File: src/evt_agg_regs.svh
// constants for the event aggregator: sizes, target codes, state codes
`ifndef EVT_AGG_REGS_SVH
`define EVT_AGG_REGS_SVH

// =====================================================================
// sizes
`define EA_NUM_CH     16
`define EA_IDX_W      4
`define EA_CNT_W      8
`define EA_TGT_W      2

// =====================================================================
// lane event targets
`define EA_TGT_STATUS 2'h0
`define EA_TGT_MCAST  2'h1
`define EA_TGT_COUNT  2'h2
`define EA_TGT_OUT    2'h3

// =====================================================================
// multicast slot states
`define EA_MC_IDLE    2'h0
`define EA_MC_FIRST   2'h1
`define EA_MC_SECOND  2'h2

`endif

File: src/evt_agg_pkg.sv
// types shared by the event aggregator files
`include "evt_agg_regs.svh"

package evt_agg_pkg;

  // ===================================================================
  // lane event
  typedef enum logic [`EA_TGT_W-1:0] {
    TGT_STATUS = `EA_TGT_STATUS,
    TGT_MCAST  = `EA_TGT_MCAST,
    TGT_COUNT  = `EA_TGT_COUNT,
    TGT_OUT    = `EA_TGT_OUT
  } tgt_type;

  typedef struct packed {
    tgt_type               tgt;
    logic [`EA_IDX_W-1:0]  idx;
  } lane_event_type;

  // ===================================================================
  // multicast slot
  typedef enum logic [1:0] {
    MC_IDLE   = `EA_MC_IDLE,
    MC_FIRST  = `EA_MC_FIRST,
    MC_SECOND = `EA_MC_SECOND
  } mc_state_type;

endpackage

File: src/count_channel.sv
// one counted channel: tally, zero-crossing flag, room to count
`timescale 1ns/10ps
`include "evt_agg_regs.svh"

module count_channel #(
  parameter int CNT_W = `EA_CNT_W
) (
  // clock and reset
  input  wire logic             clk_i,
  input  wire logic             rst_i,
  input  wire logic             ce_i,
  // count control
  input  wire logic             inc_i,
  input  wire logic             dec_i,
  input  wire logic             take_i,
  // state
  output logic [CNT_W-1:0]      count_o,
  output logic                  pend_o,
  output logic                  room_o
);

  logic [CNT_W-1:0] next_count;
  logic             next_pend;

  // ===================================================================
  // next state
  always_comb begin
    next_count = count_o;
    if (inc_i && !dec_i) begin
      next_count = count_o + CNT_W'(1);
    end else if (dec_i && !inc_i) begin
      next_count = count_o - CNT_W'(1);
    end
    // a crossing in the cycle the old flag leaves still sets it
    next_pend = (pend_o && !take_i) ||
                ((count_o == '0) != (next_count == '0));
  end

  // no counting while a crossing waits, so no crossing is ever lost
  assign room_o = !pend_o && (count_o != {CNT_W{1'b1}});

  // ===================================================================
  // registers
  always_ff @(posedge clk_i or posedge rst_i) begin
    if (rst_i) begin
      count_o <= '0;
      pend_o  <= 1'b0;
    end else if (ce_i) begin
      count_o <= next_count;
      pend_o  <= next_pend;
    end
  end
endmodule

File: src/event_aggregator.sv
// event aggregator: status, multicast and counted blocks on one lane
// Notes on behaviour
// - status events set bits driving level interrupts
// - multicast splits one event into up to two
// - counter emits event on zero crossings
// - accumulated count is readable
// - multicast and counted outputs re-enter lane mapped
// - blocked output holds; an event bound for it parks in the input slot, which then refuses new input
`timescale 1ns/10ps
`include "evt_agg_regs.svh"

module event_aggregator #(
  parameter int NUM_CH = `EA_NUM_CH,
  parameter int CNT_W  = `EA_CNT_W
) (
  // clock and reset
  input  wire logic                                clk_i,
  input  wire logic                                rst_i,
  input  wire logic                                ce_i,
  // incoming lane events
  input  wire evt_agg_pkg::lane_event_type         in_evt_i,
  input  wire logic                                in_valid_i,
  output logic                                     in_ready_o,
  // outgoing lane events
  output evt_agg_pkg::lane_event_type              out_evt_o,
  output logic                                     out_valid_o,
  input  wire logic                                out_ready_i,
  // routing maps
  input  wire evt_agg_pkg::lane_event_type [NUM_CH-1:0] mc_route_a_i,
  input  wire evt_agg_pkg::lane_event_type [NUM_CH-1:0] mc_route_b_i,
  input  wire logic [NUM_CH-1:0]                   mc_dual_i,
  input  wire evt_agg_pkg::lane_event_type [NUM_CH-1:0] cnt_route_i,
  // software side
  input  wire logic [NUM_CH-1:0]                   status_clr_i,
  output logic [NUM_CH-1:0]                        irq_o,
  input  wire logic [NUM_CH-1:0]                   cnt_ack_i,
  input  wire logic [`EA_IDX_W-1:0]                cnt_sel_i,
  output logic [CNT_W-1:0]                         cnt_rd_o
);
  import evt_agg_pkg::*;

  // ===================================================================
  // elaboration checks
  if (NUM_CH < 1 || NUM_CH > (1 << `EA_IDX_W)) begin : g_bad_ch
    $error("channel count does not fit the event index");
  end
  if (CNT_W < 1) begin : g_bad_cnt
    $error("count width must be at least one");
  end

  // ===================================================================
  // helpers
  function automatic logic [`EA_IDX_W:0] first_set(input logic [NUM_CH-1:0] vec);
    logic [`EA_IDX_W:0] res;
    res = '0;
    for (int i = NUM_CH - 1; i >= 0; i--) begin
      if (vec[i]) begin
        res = {1'b1, `EA_IDX_W'(i)};
      end
    end
    return res;
  endfunction

  function automatic logic can_take(input lane_event_type ev,
                                    input logic mc_free,
                                    input logic [NUM_CH-1:0] room,
                                    input logic out_free);
    logic ok;
    ok = 1'b0;
    case (ev.tgt)
      TGT_STATUS: ok = 1'b1;
      TGT_MCAST:  ok = mc_free;
      TGT_COUNT:  ok = room[ev.idx];
      TGT_OUT:    ok = out_free;
      default:    ok = 1'b0;
    endcase
    return ok;
  endfunction

  // ===================================================================
  // state
  lane_event_type                  in_evt;
  mc_state_type                    mc_state;
  logic [`EA_IDX_W-1:0]            mc_idx;
  logic [NUM_CH-1:0][CNT_W-1:0]    counts;
  logic [NUM_CH-1:0]               pend;
  logic [NUM_CH-1:0]               room;

  lane_event_type                  next_in_evt;
  logic                            next_in_ready;
  mc_state_type                    next_mc_state;
  logic [`EA_IDX_W-1:0]            next_mc_idx;
  lane_event_type                  next_out_evt;
  logic                            next_out_valid;
  logic [NUM_CH-1:0]               next_irq;
  logic [CNT_W-1:0]                next_rd;

  // dispatch
  logic [`EA_IDX_W:0]              cnt_pick;
  lane_event_type                  cnt_ev;
  lane_event_type                  mc_ev;
  lane_event_type                  d;
  logic                            d_valid;
  logic                            take_cnt;
  logic                            take_mc;
  logic                            take_in;
  logic                            mc_free;
  logic                            out_free;
  logic [NUM_CH-1:0]               set_vec;
  logic [NUM_CH-1:0]               inc_vec;
  logic [NUM_CH-1:0]               dec_ok;
  logic [NUM_CH-1:0]               cnt_take;

  // ===================================================================
  // lane arbitration: internal producers first, so inner paths unwind
  always_comb begin
    mc_free  = (mc_state == MC_IDLE);
    out_free = !out_valid_o || out_ready_i;
    cnt_pick = first_set(pend);
    cnt_ev   = cnt_route_i[cnt_pick[`EA_IDX_W-1:0]];
    mc_ev    = (mc_state == MC_FIRST) ? mc_route_a_i[mc_idx]
                                      : mc_route_b_i[mc_idx];
    take_cnt = 1'b0;
    take_mc  = 1'b0;
    take_in  = 1'b0;
    d        = in_evt;
    if (cnt_pick[`EA_IDX_W] && can_take(cnt_ev, mc_free, room, out_free)) begin
      take_cnt = 1'b1;
      d        = cnt_ev;
    end else if (!mc_free && can_take(mc_ev, mc_free, room, out_free)) begin
      take_mc  = 1'b1;
      d        = mc_ev;
    end else if (!in_ready_o && can_take(in_evt, mc_free, room, out_free)) begin
      take_in  = 1'b1;
    end
    d_valid  = take_cnt || take_mc || take_in;
    set_vec  = '0;
    inc_vec  = '0;
    cnt_take = '0;
    if (d_valid && d.tgt == TGT_STATUS) begin
      set_vec[d.idx] = 1'b1;
    end
    if (d_valid && d.tgt == TGT_COUNT) begin
      inc_vec[d.idx] = 1'b1;
    end
    if (take_cnt) begin
      cnt_take[cnt_pick[`EA_IDX_W-1:0]] = 1'b1;
    end
    // an acknowledge meeting a waiting crossing is dropped
    for (int i = 0; i < NUM_CH; i++) begin
      dec_ok[i] = cnt_ack_i[i] && !pend[i] && (counts[i] != '0);
    end
  end

  // ===================================================================
  // next values
  always_comb begin
    // input slot: one event parked until its target has room
    next_in_evt   = in_evt;
    next_in_ready = in_ready_o;
    if (take_in) begin
      next_in_ready = 1'b1;
    end else if (in_ready_o && in_valid_i) begin
      next_in_evt   = in_evt_i;
      next_in_ready = 1'b0;
    end
    // status bits, a set in the clearing cycle wins
    next_irq = (irq_o & ~status_clr_i) | set_vec;
    // multicast slot
    next_mc_state = mc_state;
    next_mc_idx   = mc_idx;
    case (mc_state)
      MC_IDLE: begin
        if (d_valid && d.tgt == TGT_MCAST) begin
          next_mc_state = MC_FIRST;
          next_mc_idx   = d.idx;
        end
      end
      MC_FIRST: begin
        if (take_mc) begin
          next_mc_state = mc_dual_i[mc_idx] ? MC_SECOND : MC_IDLE;
        end
      end
      MC_SECOND: begin
        if (take_mc) begin
          next_mc_state = MC_IDLE;
        end
      end
      default: next_mc_state = MC_IDLE;
    endcase
    // final output
    next_out_evt   = out_evt_o;
    next_out_valid = out_valid_o && !out_ready_i;
    if (d_valid && d.tgt == TGT_OUT) begin
      next_out_evt   = d;
      next_out_valid = 1'b1;
    end
    next_rd = counts[cnt_sel_i];
  end

  // ===================================================================
  // registers
  always_ff @(posedge clk_i or posedge rst_i) begin
    if (rst_i) begin
      in_evt      <= '0;
      in_ready_o  <= 1'b1;
      irq_o       <= '0;
      mc_state    <= MC_IDLE;
      mc_idx      <= '0;
      out_evt_o   <= '0;
      out_valid_o <= 1'b0;
      cnt_rd_o    <= '0;
    end else if (ce_i) begin
      in_evt      <= next_in_evt;
      in_ready_o  <= next_in_ready;
      irq_o       <= next_irq;
      mc_state    <= next_mc_state;
      mc_idx      <= next_mc_idx;
      out_evt_o   <= next_out_evt;
      out_valid_o <= next_out_valid;
      cnt_rd_o    <= next_rd;
    end
  end

  // ===================================================================
  // counted channels
  for (genvar g = 0; g < NUM_CH; g++) begin : g_cnt
    count_channel #(
      .CNT_W (CNT_W)
    ) u_cnt (
      .clk_i   (clk_i),
      .rst_i   (rst_i),
      .ce_i    (ce_i),
      .inc_i   (inc_vec[g]),
      .dec_i   (dec_ok[g]),
      .take_i  (cnt_take[g]),
      .count_o (counts[g]),
      .pend_o  (pend[g]),
      .room_o  (room[g])
    );
  end
endmodule

File: config.mk
export PLATFORM = sky130hd
export DESIGN_NAME = event_aggregator
export DESIGN_NICKNAME = d
export VERILOG_FILES = /design/src/evt_agg_pkg.sv /design/src/count_channel.sv /design/src/event_aggregator.sv
export VERILOG_INCLUDE_DIRS = /design/src /design/src/src
export SDC_FILE = /design/constraint.sdc
export NUM_CORES = 1
export LEC_CHECK = 0
export BUFFER_PORTS_ARGS = -buffer_cell sky130_fd_sc_hd__buf_2
export CORE_UTILIZATION = 38
export CTS_CLUSTER_DIAMETER = 100
export CTS_CLUSTER_SIZE = 40
export DETAILED_ROUTE_END_ITERATION = 10
export GPL_TIMING_DRIVEN = 0
export SLEW_MARGIN = 15
export SYNTH_ARGS = -nofsm -noshare
export SYNTH_HDL_FRONTEND = slang
export SYNTH_SLANG_ARGS = --single-unit
File: constraint.sdc
create_clock -name clk_i -period 7.35 [get_ports clk_i]
set_input_delay 1.47 -clock clk_i [delete_from_list [all_inputs] [get_ports clk_i]]
set_output_delay 1.47 -clock clk_i [all_outputs]
set_load 0.01 [all_outputs]
==> results of run 1 <==
worst reg2reg max path, delay by kind of cell, from the launching register on:
kind	cells	cell delay [ns]
AO/OA/AOI/OAI	5	2.72
AND/OR/NAND/NOR	7	2.18
buffers and inverters	6	1.79
flip-flops	1	0.36
cell type report:
type | instances | area [sq um] | area share
clock buffers | 18 | 439 | 0.0185
multi-input cells | 1949 | 14700 | 0.617
clock inverters | 13 | 116 | 0.00490
repair buffers | 379 | 1940 | 0.0818
diodes | 5 | 12.5 | 0.000527
well taps | 688 | 861 | 0.0363
flip-flops and latches | 188 | 4710 | 0.198
plain buffers | 160 | 741 | 0.0312
inverters | 69 | 267 | 0.0112
metal layers:
| metal | up-vias | track usage | part of all wire |
|---|---|---|---|
| li1 | 9755 | - | - |
| met1 | 10900 | 0.441 | 0.42 |
| met4 | 0 | 0.123 | 0.039 |
| met5 | - | 0 | 0 |
| met3 | 172 | 0.0717 | 0.091 |
| met2 | 1208 | 0.521 | 0.45 |
worst max-delay path by stage:
stage	slack, ns	to	depth (start not counted)
detailed placement	0.34	g_cnt[15].u_cnt.pend_o	17
finish	0.10	g_cnt[15].u_cnt.pend_o	18
CTS	0.32	g_cnt[15].u_cnt.pend_o	17
floorplan	0.77	cnt_rd_o[0]	1
global route	0.006	g_cnt[12].u_cnt.pend_o	19
global placement	-2.05	g_cnt[13].u_cnt.count_o[1]	2
power by group through the flow:
| stage | Sequential (mW) | Combinational (mW) | Clock [mW] |
|---|---|---|---|
| 5_1_grt | 2.22 | 10.8 | 1.00 |
| 6_report | 2.16 | 10.2 | 0.942 |
| 2_1_floorplan | 1.94 | 6.90 | 0 |
| 3_5_place_dp | 2.15 | 9.84 | 0 |
| 4_1_cts | 2.13 | 9.88 | 0.958 |
| 3_3_place_gp | 2.14 | 9.75 | 0 |
sequential cells by signal, indices dropped and copies added, names as in the netlist, 2 cells and up:
name,cells
cnt_rd_o,8
g_cnt.u_cnt.count_o,128
g_cnt.u_cnt.pend_o,16
in_evt,6
irq_o,16
mc_idx,4
mc_state,2
out_evt_o,6
cell families (layout without fill, tap and decap cells):
| logic type | Yosys count | in the layout | synth area share |
|---|---|---|---|
| buffers and inverters | 229 | 639 | 0.0491 |
| adders and majority gates | 48 | 48 | 0.0295 |
| and+or+nand+nor | 958 | 958 | 0.242 |
| DFF | 188 | 188 | 0.231 |
| muxes | 261 | 261 | 0.183 |
| xor gates and xnor gates | 169 | 169 | 0.0728 |
| AOI/OAI and AO/OA | 513 | 513 | 0.193 |
| other | 0 | 5 | 0 |
timing repair:
| item | CTS | global route |
|---|---|---|
| resized for setup | 0 | 2 |
| setup endpoints to repair | 0 | 3 |
| hold endpoints to repair | 0 | 0 |
layout by cell type, fill, tap and decap left out, types with 81 or more instances in the layout:
| cell type | count |
|---|---|
| sky130_fd_sc_hd__buf_2 | 409 |
| sky130_fd_sc_hd__clkbuf_1 | 89 |
| sky130_fd_sc_hd__dfrtp_1 | 187 |
| sky130_fd_sc_hd__mux2i_1 | 125 |
| sky130_fd_sc_hd__mux4_2 | 81 |
| sky130_fd_sc_hd__nand2_1 | 259 |
| sky130_fd_sc_hd__nand3_1 | 113 |
| sky130_fd_sc_hd__nor2_1 | 181 |
| sky130_fd_sc_hd__o21ai_0 | 90 |
| sky130_fd_sc_hd__xnor2_1 | 113 |
==> impl.org, run 1 <==
** Status
- The run finished with clean final reports.

** Critical path
- Endpoint of the worst-slack reg-to-reg timing path :: g_cnt[15].u_cnt.pend_o
- The worst register-to-register path begins at g_cnt[12].u_cnt.pend_o.
- On the worst path, the slowest cell contributes a delay of 1.10 ns.
- Largest fanout of any net on the critical path :: 10
- The signal on the critical path passes through clkbuf_1 > a221o_1 > a211oi_4 > buf_4 > nand3_1 > o2111ai_1 > nand4_2 > nor2_1 > or4b_1 > o211a_4 > nand2_4 > buf_6 > buf_2 > buf_1 > nand2_1 > clkbuf_1 > o41ai_1 > nand3_1.
- WS Path Type :: flop to flop
- The worst register-to-register path has a setup slack of 0.10 ns.
- The worst setup path is launched from a flop.
- Crit path required time :: 7.65 ns
- Length in cells of the worst reg-to-reg path :: 18
- The worst setup path is captured at a flop.
- The slowest stage of the critical path is the sky130_fd_sc_hd__o41ai_1 cell.
- Counting both buffers and inverters, the worst setup path holds a total of 6.
- Data arrives at the worst endpoint at 7.54 ns.
- Cell family with the largest share of critical-path delay :: compound AO/OA/AOI/OAI gates
- Tracing the worst setup path back leads to its startpoint at g_cnt[12].u_cnt.pend_o.

** Clock network
- TritonCTS clock tree :: done
- Largest buffer count on any clock path :: 2
- Cts bufs inserted :: 17
- Reg clk slew, reported paths :: 0.08 ns
- # Post-CTS Setup Buffers :: 0
- The H-tree was split into 4 levels.
- Root buf cell :: sky130_fd_sc_hd__clkbuf_16
- CTS saw 188 sinks.
- Clock latency reported for the late side of the worst-skew pair :: 0.49 ns
- Hold repair after CTS inserted 0 buffers.

** Pwr
- In this run the static leakage power is a little under 10 nW.
- The internal portion of the total power is about 5.4 mW.
- The share of total power dissipated in sequential elements is 0.162.
- Of the total power, combinational logic draws 0.767.
- Of the total power, the share spent switching nets is 0.590.
- Sum of internal, switching and leakage power :: ~13 mW
- Power spread over the standard cell area amounts to approximately 560 nW/um^2.
- IR analysis of the VDD net gives a maximum drop of roughly 0.42 mV.
- For this design the total switching power over the nets is between 7 and 8 mW.
- Clock network power share :: 0.071

** Global route
- Via count of the first global-routing pass :: roughly 21000
- Wire length of the first global-routing pass :: 133 mm
- All-layer global routing usage :: 0.330
- Largest net degree at the start of global routing :: 71
- The number of antenna violations at the first check in global routing is 8.
- For this run the aggregate overflow at the end of global routing stands at 0.

** STA
- Slew Viols, Final :: 0
- FMAX :: roughly 0.14 GHz
- The final hold violation count was 0.
- Setup repair after global routing left no endpoint under its margin.
- The clock period could shrink to 7.25 ns.
- Clock skew :: between 0.02 and 0.025 ns
- For the pin with the worst max-slew slack, the measured transition is approximately 1.3 ns.
- The tightest hold path in the finished design has a slack of about 0.47 ns.
- Worst max-slew margin expressed relative to the limit :: 0.116
- Setup slack on the critical path of the routed design comes to ~0.10 ns.
- Share of the clock period used by the worst path after layout :: 0.986
- Fin Setup TNS :: 0 ns
- Setup violations remaining at the end of the flow were counted as 0.

** Final layout
- Finished Core Util :: 0.450
- For this run, the number of standard cells in the final layout without fillers is around 3500.
- Nets :: around 3200
- In the final layout, the share of cells above drive strength 1 is 0.245.
- Number of fill cells in the layout :: 5280
- Final non-filler cell area :: 23700 sq um
- From synthesis to final layout, the design area changed by 16.7%.

** Logic synthesis
- Fraction of registers with async set/reset :: 1.00
- Synth Flop Type :: sky130_fd_sc_hd__dfrtp_1
- In the synthesized netlist, the number of instances is ~2400.
- The share of synthesized area in the top cell type comes to 0.230.
- Ranking of synthesized cells by area :: sky130_fd_sc_hd__dfrtp_1 23%, sky130_fd_sc_hd__mux4_2 9.0%, sky130_fd_sc_hd__mux2i_1 6.2%
- The Yosys step of the flow raised 0 warnings.
- Among all cell types in the netlist, the one instantiated most often is sky130_fd_sc_hd__nand2_1.
- Sorting the synthesized cells by how often they occur yields 259 x sky130_fd_sc_hd__nand2_1, 187 x sky130_fd_sc_hd__dfrtp_1, 181 x sky130_fd_sc_hd__nor2_1, 125 x sky130_fd_sc_hd__mux2i_1.
- Avg Synthesized Cell Area :: 8.60 sq um
- Total nets after synthesis :: ~2800
- Leading area contributor after synthesis :: sky130_fd_sc_hd__dfrtp_1
- Synthesis instantiated approximately 120 different standard cells from the library.
- Cell area after synthesis :: 20300 sq um
- In this run, synthesis produced a sequential element count of between 150 and 200.
- Sequential-to-total area share from yosys stat :: 0.231
- Number of enable-type register cells in the synthesized netlist :: 0

** Place
- GPL Wtd Cong :: between 0.9 and 1
- Placed cells :: between 3000 and 4000
- Total of buffers placed on input and output ports :: 377
- Hpwl dp :: 72.7 mm
- Cell area reported after detailed placement :: 23200 sq um
- Before CTS, the worst setup slack after placement is between 0.3 and 0.4 ns.

** Floorplanning
- The die is between 200 and 250 um wide.
- Core area :: between 50000 and 60000 sq um
- For this configuration, the core starts out at a cell density of 0.386.
- Number of primary I/O pins :: approximately 380
- After floorplanning, the core was divided into between 80 and 90 placement rows.
- The die covers about 54000 sq um.
- Measured along the y axis, the die boundary spans 233 um.

** Hold path
- End point of the most critical hold path :: out_evt_o[5]
- Along the worst hold path, the cell count comes to 1.
- The tightest min-delay check is of the flop to flop type.
- In this run the most critical hold path is launched from out_evt_o[5].

** Job
- Maximum capacitance violations :: 0

** Drt
- The first routing iteration left 2407 violations.
- The routed layout has 22000 vias.
- Drt total wl :: between 90 and 100 mm
- Detail-routed net length per standard cell :: roughly 26 um
- After detailed routing, the number of vias per cell comes to approximately 6.3.
- DRC Markers :: 0
- Number of iterations in the first detailed-routing pass :: 7
- The count of nets left with antenna violations once routing finished came out at 0.
(Power assumes the default switching activity.)
==> inputs of run 2 (changes only) <==
--- a/config.mk
+++ b/config.mk
@@ -6,12 +6,14 @@
 export SDC_FILE = /design/constraint.sdc
 export NUM_CORES = 1
 export LEC_CHECK = 0
+export ABC_AREA = 1
 export BUFFER_PORTS_ARGS = -buffer_cell sky130_fd_sc_hd__buf_2
 export CORE_UTILIZATION = 38
 export CTS_CLUSTER_DIAMETER = 100
 export CTS_CLUSTER_SIZE = 40
 export DETAILED_ROUTE_END_ITERATION = 10
 export GPL_TIMING_DRIVEN = 0
+export PLACE_DENSITY = 0.66
 export SLEW_MARGIN = 15
 export SYNTH_ARGS = -nofsm -noshare
 export SYNTH_HDL_FRONTEND = slang
==> run 2 against run 1 <==
Net effect: core utilization rose by 0.27 points; global-route usage rose by 1.9 points; routed wire length rose by 4.4%; die area fell by 1.9%; flip-flop and latch count did not move; first-iteration DRC count rose by 0.17%; combinational power fell by 9.6%; synthesized cell count rose by 43%; clock power rose by 9%.
==> impl.org, run 2 <==
** Status
- Result of the run :: finished clean

** Clock network
- The clock passes through at most 2 buffers.
- TritonCTS clock tree :: done
- In this run the clock root is driven by a sky130_fd_sc_hd__clkbuf_16.
- Clock latency reported for the late side of the worst-skew pair :: roughly 0.52 ns
- # Post-CTS Setup Buffers :: 0
- The H-tree was split into 4 levels.
- For this design, the CTS-stage hold fixing added 0 buffers.
- Reg clk slew, reported paths :: ~0.080 ns
- In this run, post-CTS repair resized a total of 0 instances.
- Cts bufs inserted :: 17
- For this design, the sink count on the clock tree is ~190.

** Floorplanning
- Core area :: 51600 sq um
- For this design the top-level I/O count stands at 383.
- Measured along the x axis, the die boundary spans 231 um.
- The floorplan step defined a die boundary enclosing 53400 sq um.
- Number of cell rows :: 83
- The die is about 230 um tall.
- Starting density of the core :: 0.387

** Logic synthesis
- Avg Synthesized Cell Area :: roughly 5.9 sq um
- Counting flops with a built-in enable in the synthesized netlist gives 0.
- Leading area contributor after synthesis :: sky130_fd_sc_hd__dfrtp_1
- Fraction of registers with async set/reset :: 1.00
- Cell area after synthesis :: roughly 20000 sq um
- Area share of the largest cell type after synthesis :: 0.235
- Sorting the synthesized cells by how often they occur yields 940 x sky130_fd_sc_hd__nand2_1, 424 x sky130_fd_sc_hd__nand3_1, 422 x sky130_fd_sc_hd__inv_1, 339 x sky130_fd_sc_hd__o21ai_0, 323 x sky130_fd_sc_hd__nor2_1.
- For this run, the number of Yosys warnings is 0.
- Ranking of synthesized cells by area :: sky130_fd_sc_hd__dfrtp_1 23%, sky130_fd_sc_hd__nand2_1 18%, sky130_fd_sc_hd__nand3_1 11%
- The netlist uses 51 different library cells.
- Synthesized instance count :: approximately 3400
- By instance count, the leading cell after synthesis is sky130_fd_sc_hd__nand2_1.
- The synthesized design contains approximately 190 register bits.
- Sequential-to-total area share from yosys stat :: 0.236
- Counting every net in the synthesized netlist gives 3789.
- Among all flip-flop cells after synthesis, the most frequent one is sky130_fd_sc_hd__dfrtp_1.

** Global route
- Via count of the first global-routing pass :: about 23000
- Wire length of the first global-routing pass :: between 100 and 150 mm
- Entering global routing, the biggest net connects between 100 and 150 pins.
- All-layer global routing usage :: 0.349
- For this run the aggregate overflow at the end of global routing stands at 0.
- The number of antenna violations at the first check in global routing came to 5.

** Critical path
- Setup slack on the worst reg-to-reg path comes out at slightly above 0.8 ns.
- The endpoint identified for the worst register-to-register timing path is g_cnt[6].u_cnt.pend_o.
- Critical Path Source Type :: flop
- CP startpoint :: mc_idx[1]
- The startpoint identified for the worst register-to-register timing path is mc_idx[1].
- Worst setup endpoint :: g_cnt[6].u_cnt.pend_o
- For the worst setup path, the data required time is slightly below 8 ns.
- At the worst endpoint, the arrival time is a little under 7 ns.
- The critical path is of the flop to flop type.
- Largest fanout of any net on the critical path :: 10
- Counting cells, the worst reg-to-reg path comes to 26.
- The worst setup path is captured at a flop.

** Final layout
- In the final layout, the multi-input gates occupy 12900 sq um.
- Nets :: approximately 4200
- In the final layout, the share of cells above drive strength 1 is 0.144.
- Syn-to-layout area delta :: 17.1%
- The largest registers in the layout are g_cnt.u_cnt.count_o x128, g_cnt.u_cnt.pend_o x16, irq_o x16.
- Number of fill cells in the layout :: 5624
- The sequential cells in the finished layout cover a total of between 4000 and 5000 sq um.
- Commonest non-fill, non-tap cell in the layout :: sky130_fd_sc_hd__nand2_1
- The register with the most flip-flops in the layout has approximately 130 of them.
- g_cnt.u_cnt.count_o holds more flip-flops than any other register.
- Top library cells by usage in the layout, fill and taps aside :: 940 x sky130_fd_sc_hd__nand2_1, 424 x sky130_fd_sc_hd__nand3_1, 421 x sky130_fd_sc_hd__inv_1

** Pwr
- The share of total power dissipated in combinational logic is 0.750.
- Sw Pwr :: 7.86 mW
- The share of total power dissipated in sequential elements is 0.166.
- Sum of internal, switching and leakage power :: between 10 and 15 mW
- Of the total power, the clock network draws 0.084.
- Sw Share :: 0.639
- In this run the static leakage power is about 12 nW.
- Areal power density over the cells :: ~530 nW/um^2
- The internal power of the cells totals between 4 and 5 mW.
- IR analysis of the VDD net gives a maximum drop of between 0.6 and 0.7 mV.

** Drt
- DRC Markers :: 0
- Violation count after the first detailed-route iteration :: around 2400
- Summed over all layers, the routed wires come to ~95 mm.
- Dividing the detail-routed via count by the number of cells gives roughly 5.6.
- Before antenna repair, the detailed router went through 6 iterations.
- Antenna viol nets, final :: 0
- Detail-routed net length per standard cell :: around 21 um
- The detailed router placed ~25000 vias in this run.

** STA
- Setup violations remaining at the end of the flow were counted as 0.
- For the finished layout, the period the worst path requires is between 6 and 7 ns.
- In the post-route analysis, the smallest setup slack over all paths is between 0.8 and 0.9 ns.
- Pin slew with the least headroom to its limit :: 1.16 ns
- Worst max-slew margin expressed relative to the limit :: 0.228
- Of the available clock period, the critical path in the final layout requires 0.889.
- Fin Setup TNS :: 0 ns
- The final hold violation count was 0.
- Clock skew :: approximately 0.017 ns
- The final-report max-slew violation count came to 0.
- Based on the critical path, the design can be clocked at up to between 0.15 and 0.2 GHz.
- Setup repair after global routing missed its margin :: false

** Place
- GPL Wtd Cong :: 1.00
- Total of buffers placed on input and output ports :: between 300 and 400
- After legalization and detailed placement, the total HPWL measured around 74 mm.
- Worst slack at placement :: roughly 1.2 ns

** Hold path
- The worst hold path belongs to the class flop to flop.

** Job
- Maximum capacitance violations :: 0
run 2: worst max-delay path, stage by stage, from the launching register on:
cell and delay [ns]:
sky130_fd_sc_hd__dfrtp_1 0.48, sky130_fd_sc_hd__inv_1 0.28, sky130_fd_sc_hd__clkbuf_1 0.55, sky130_fd_sc_hd__clkbuf_1 0.47
sky130_fd_sc_hd__o21ai_0 0.44, sky130_fd_sc_hd__o221ai_1 0.31, sky130_fd_sc_hd__nand3_1 0.11, sky130_fd_sc_hd__a32oi_1 0.41
sky130_fd_sc_hd__nand3_1 0.14, sky130_fd_sc_hd__a211o_1 0.30, sky130_fd_sc_hd__nand2_1 0.11, sky130_fd_sc_hd__buf_4 0.18
sky130_fd_sc_hd__nand2_1 0.05, sky130_fd_sc_hd__o21ai_0 0.08, sky130_fd_sc_hd__nand2_1 0.08, sky130_fd_sc_hd__nand2_2 0.19
sky130_fd_sc_hd__inv_2 0.11, sky130_fd_sc_hd__nor2_1 0.48, sky130_fd_sc_hd__nand3_1 0.51, sky130_fd_sc_hd__nand2_1 0.25
sky130_fd_sc_hd__nand2_1 0.08, sky130_fd_sc_hd__xor2_1 0.20, sky130_fd_sc_hd__nand2_1 0.07, sky130_fd_sc_hd__nor2_1 0.18
sky130_fd_sc_hd__nand3_1 0.10, sky130_fd_sc_hd__nand3_1 0.14, sky130_fd_sc_hd__nand2_1 0.08
run 2: worst min-delay path by stage:
stage                                            end                        from  depth (start not counted)
after floorplan           g_cnt[11].u_cnt.count_o[5]  g_cnt[11].u_cnt.count_o[5]                          2
after global placement                  out_evt_o[4]                out_evt_o[4]                          2
after detailed placement                out_evt_o[4]                out_evt_o[4]                          2
after CTS                               out_evt_o[4]                out_evt_o[4]                          2
after global routing                    out_evt_o[5]                out_evt_o[5]                          2
final                                   out_evt_o[4]                out_evt_o[4]                          2
run 2: power by group through the flow:
stage / sequential (mW) / clock (mW) / combinational (mW)
3_5_place_dp: 2.03 / 0 / 8.88
3_3_place_gp: 2.04 / 0 / 8.83
4_1_cts: 2.02 / 1.04 / 8.92
5_1_grt: 2.10 / 1.08 / 9.94
2_1_floorplan: 1.84 / 0 / 5.95
6_report: 2.04 / 1.03 / 9.22
run 2: area by class of cell:
| class | instances | share of cell area |
|---|---|---|
| Antenna cell | 2 | 0.000214 |
| Buffer | 142 | 0.0277 |
| Clock buffer | 19 | 0.0190 |
| Clock inverter | 13 | 0.00702 |
| Inverter | 445 | 0.0720 |
| Multi-Input combinational cell | 2615 | 0.553 |
| Sequential cell | 188 | 0.201 |
| Tap cell | 680 | 0.0364 |
| Timing Repair Buffer | 381 | 0.0828 |
run 2: cell families after synthesis:
group | share of synthesized area
compound gates | 0.170
simple gates | 0.437
xor+xnor | 0.00790
mux | 0.00263
buf+inv | 0.116
flops | 0.236
fa+ha+maj | 0.0301
run 2: per-stage QoR:
step | hold WS [ns] | std cells | utilization | cell area (sq um)
floorplan | 0.453 | 3390 | - | 20000
global placement | 0.446 | 4449 | 0.440 | 22700
detailed placement | 0.447 | 4451 | 0.441 | 22800
CTS | 0.464 | 4483 | 0.453 | 23400
global route | 0.488 | 4483 | 0.453 | 23400
finish | 0.458 | 4485 | 0.453 | 23400
run 2: per-layer routing:
metal	part of all wire	global-route usage
met4	0.067	0.221
met1	0.39	0.425
met2	0.44	0.548
met5	0.00035	0
met3	0.099	0.0876
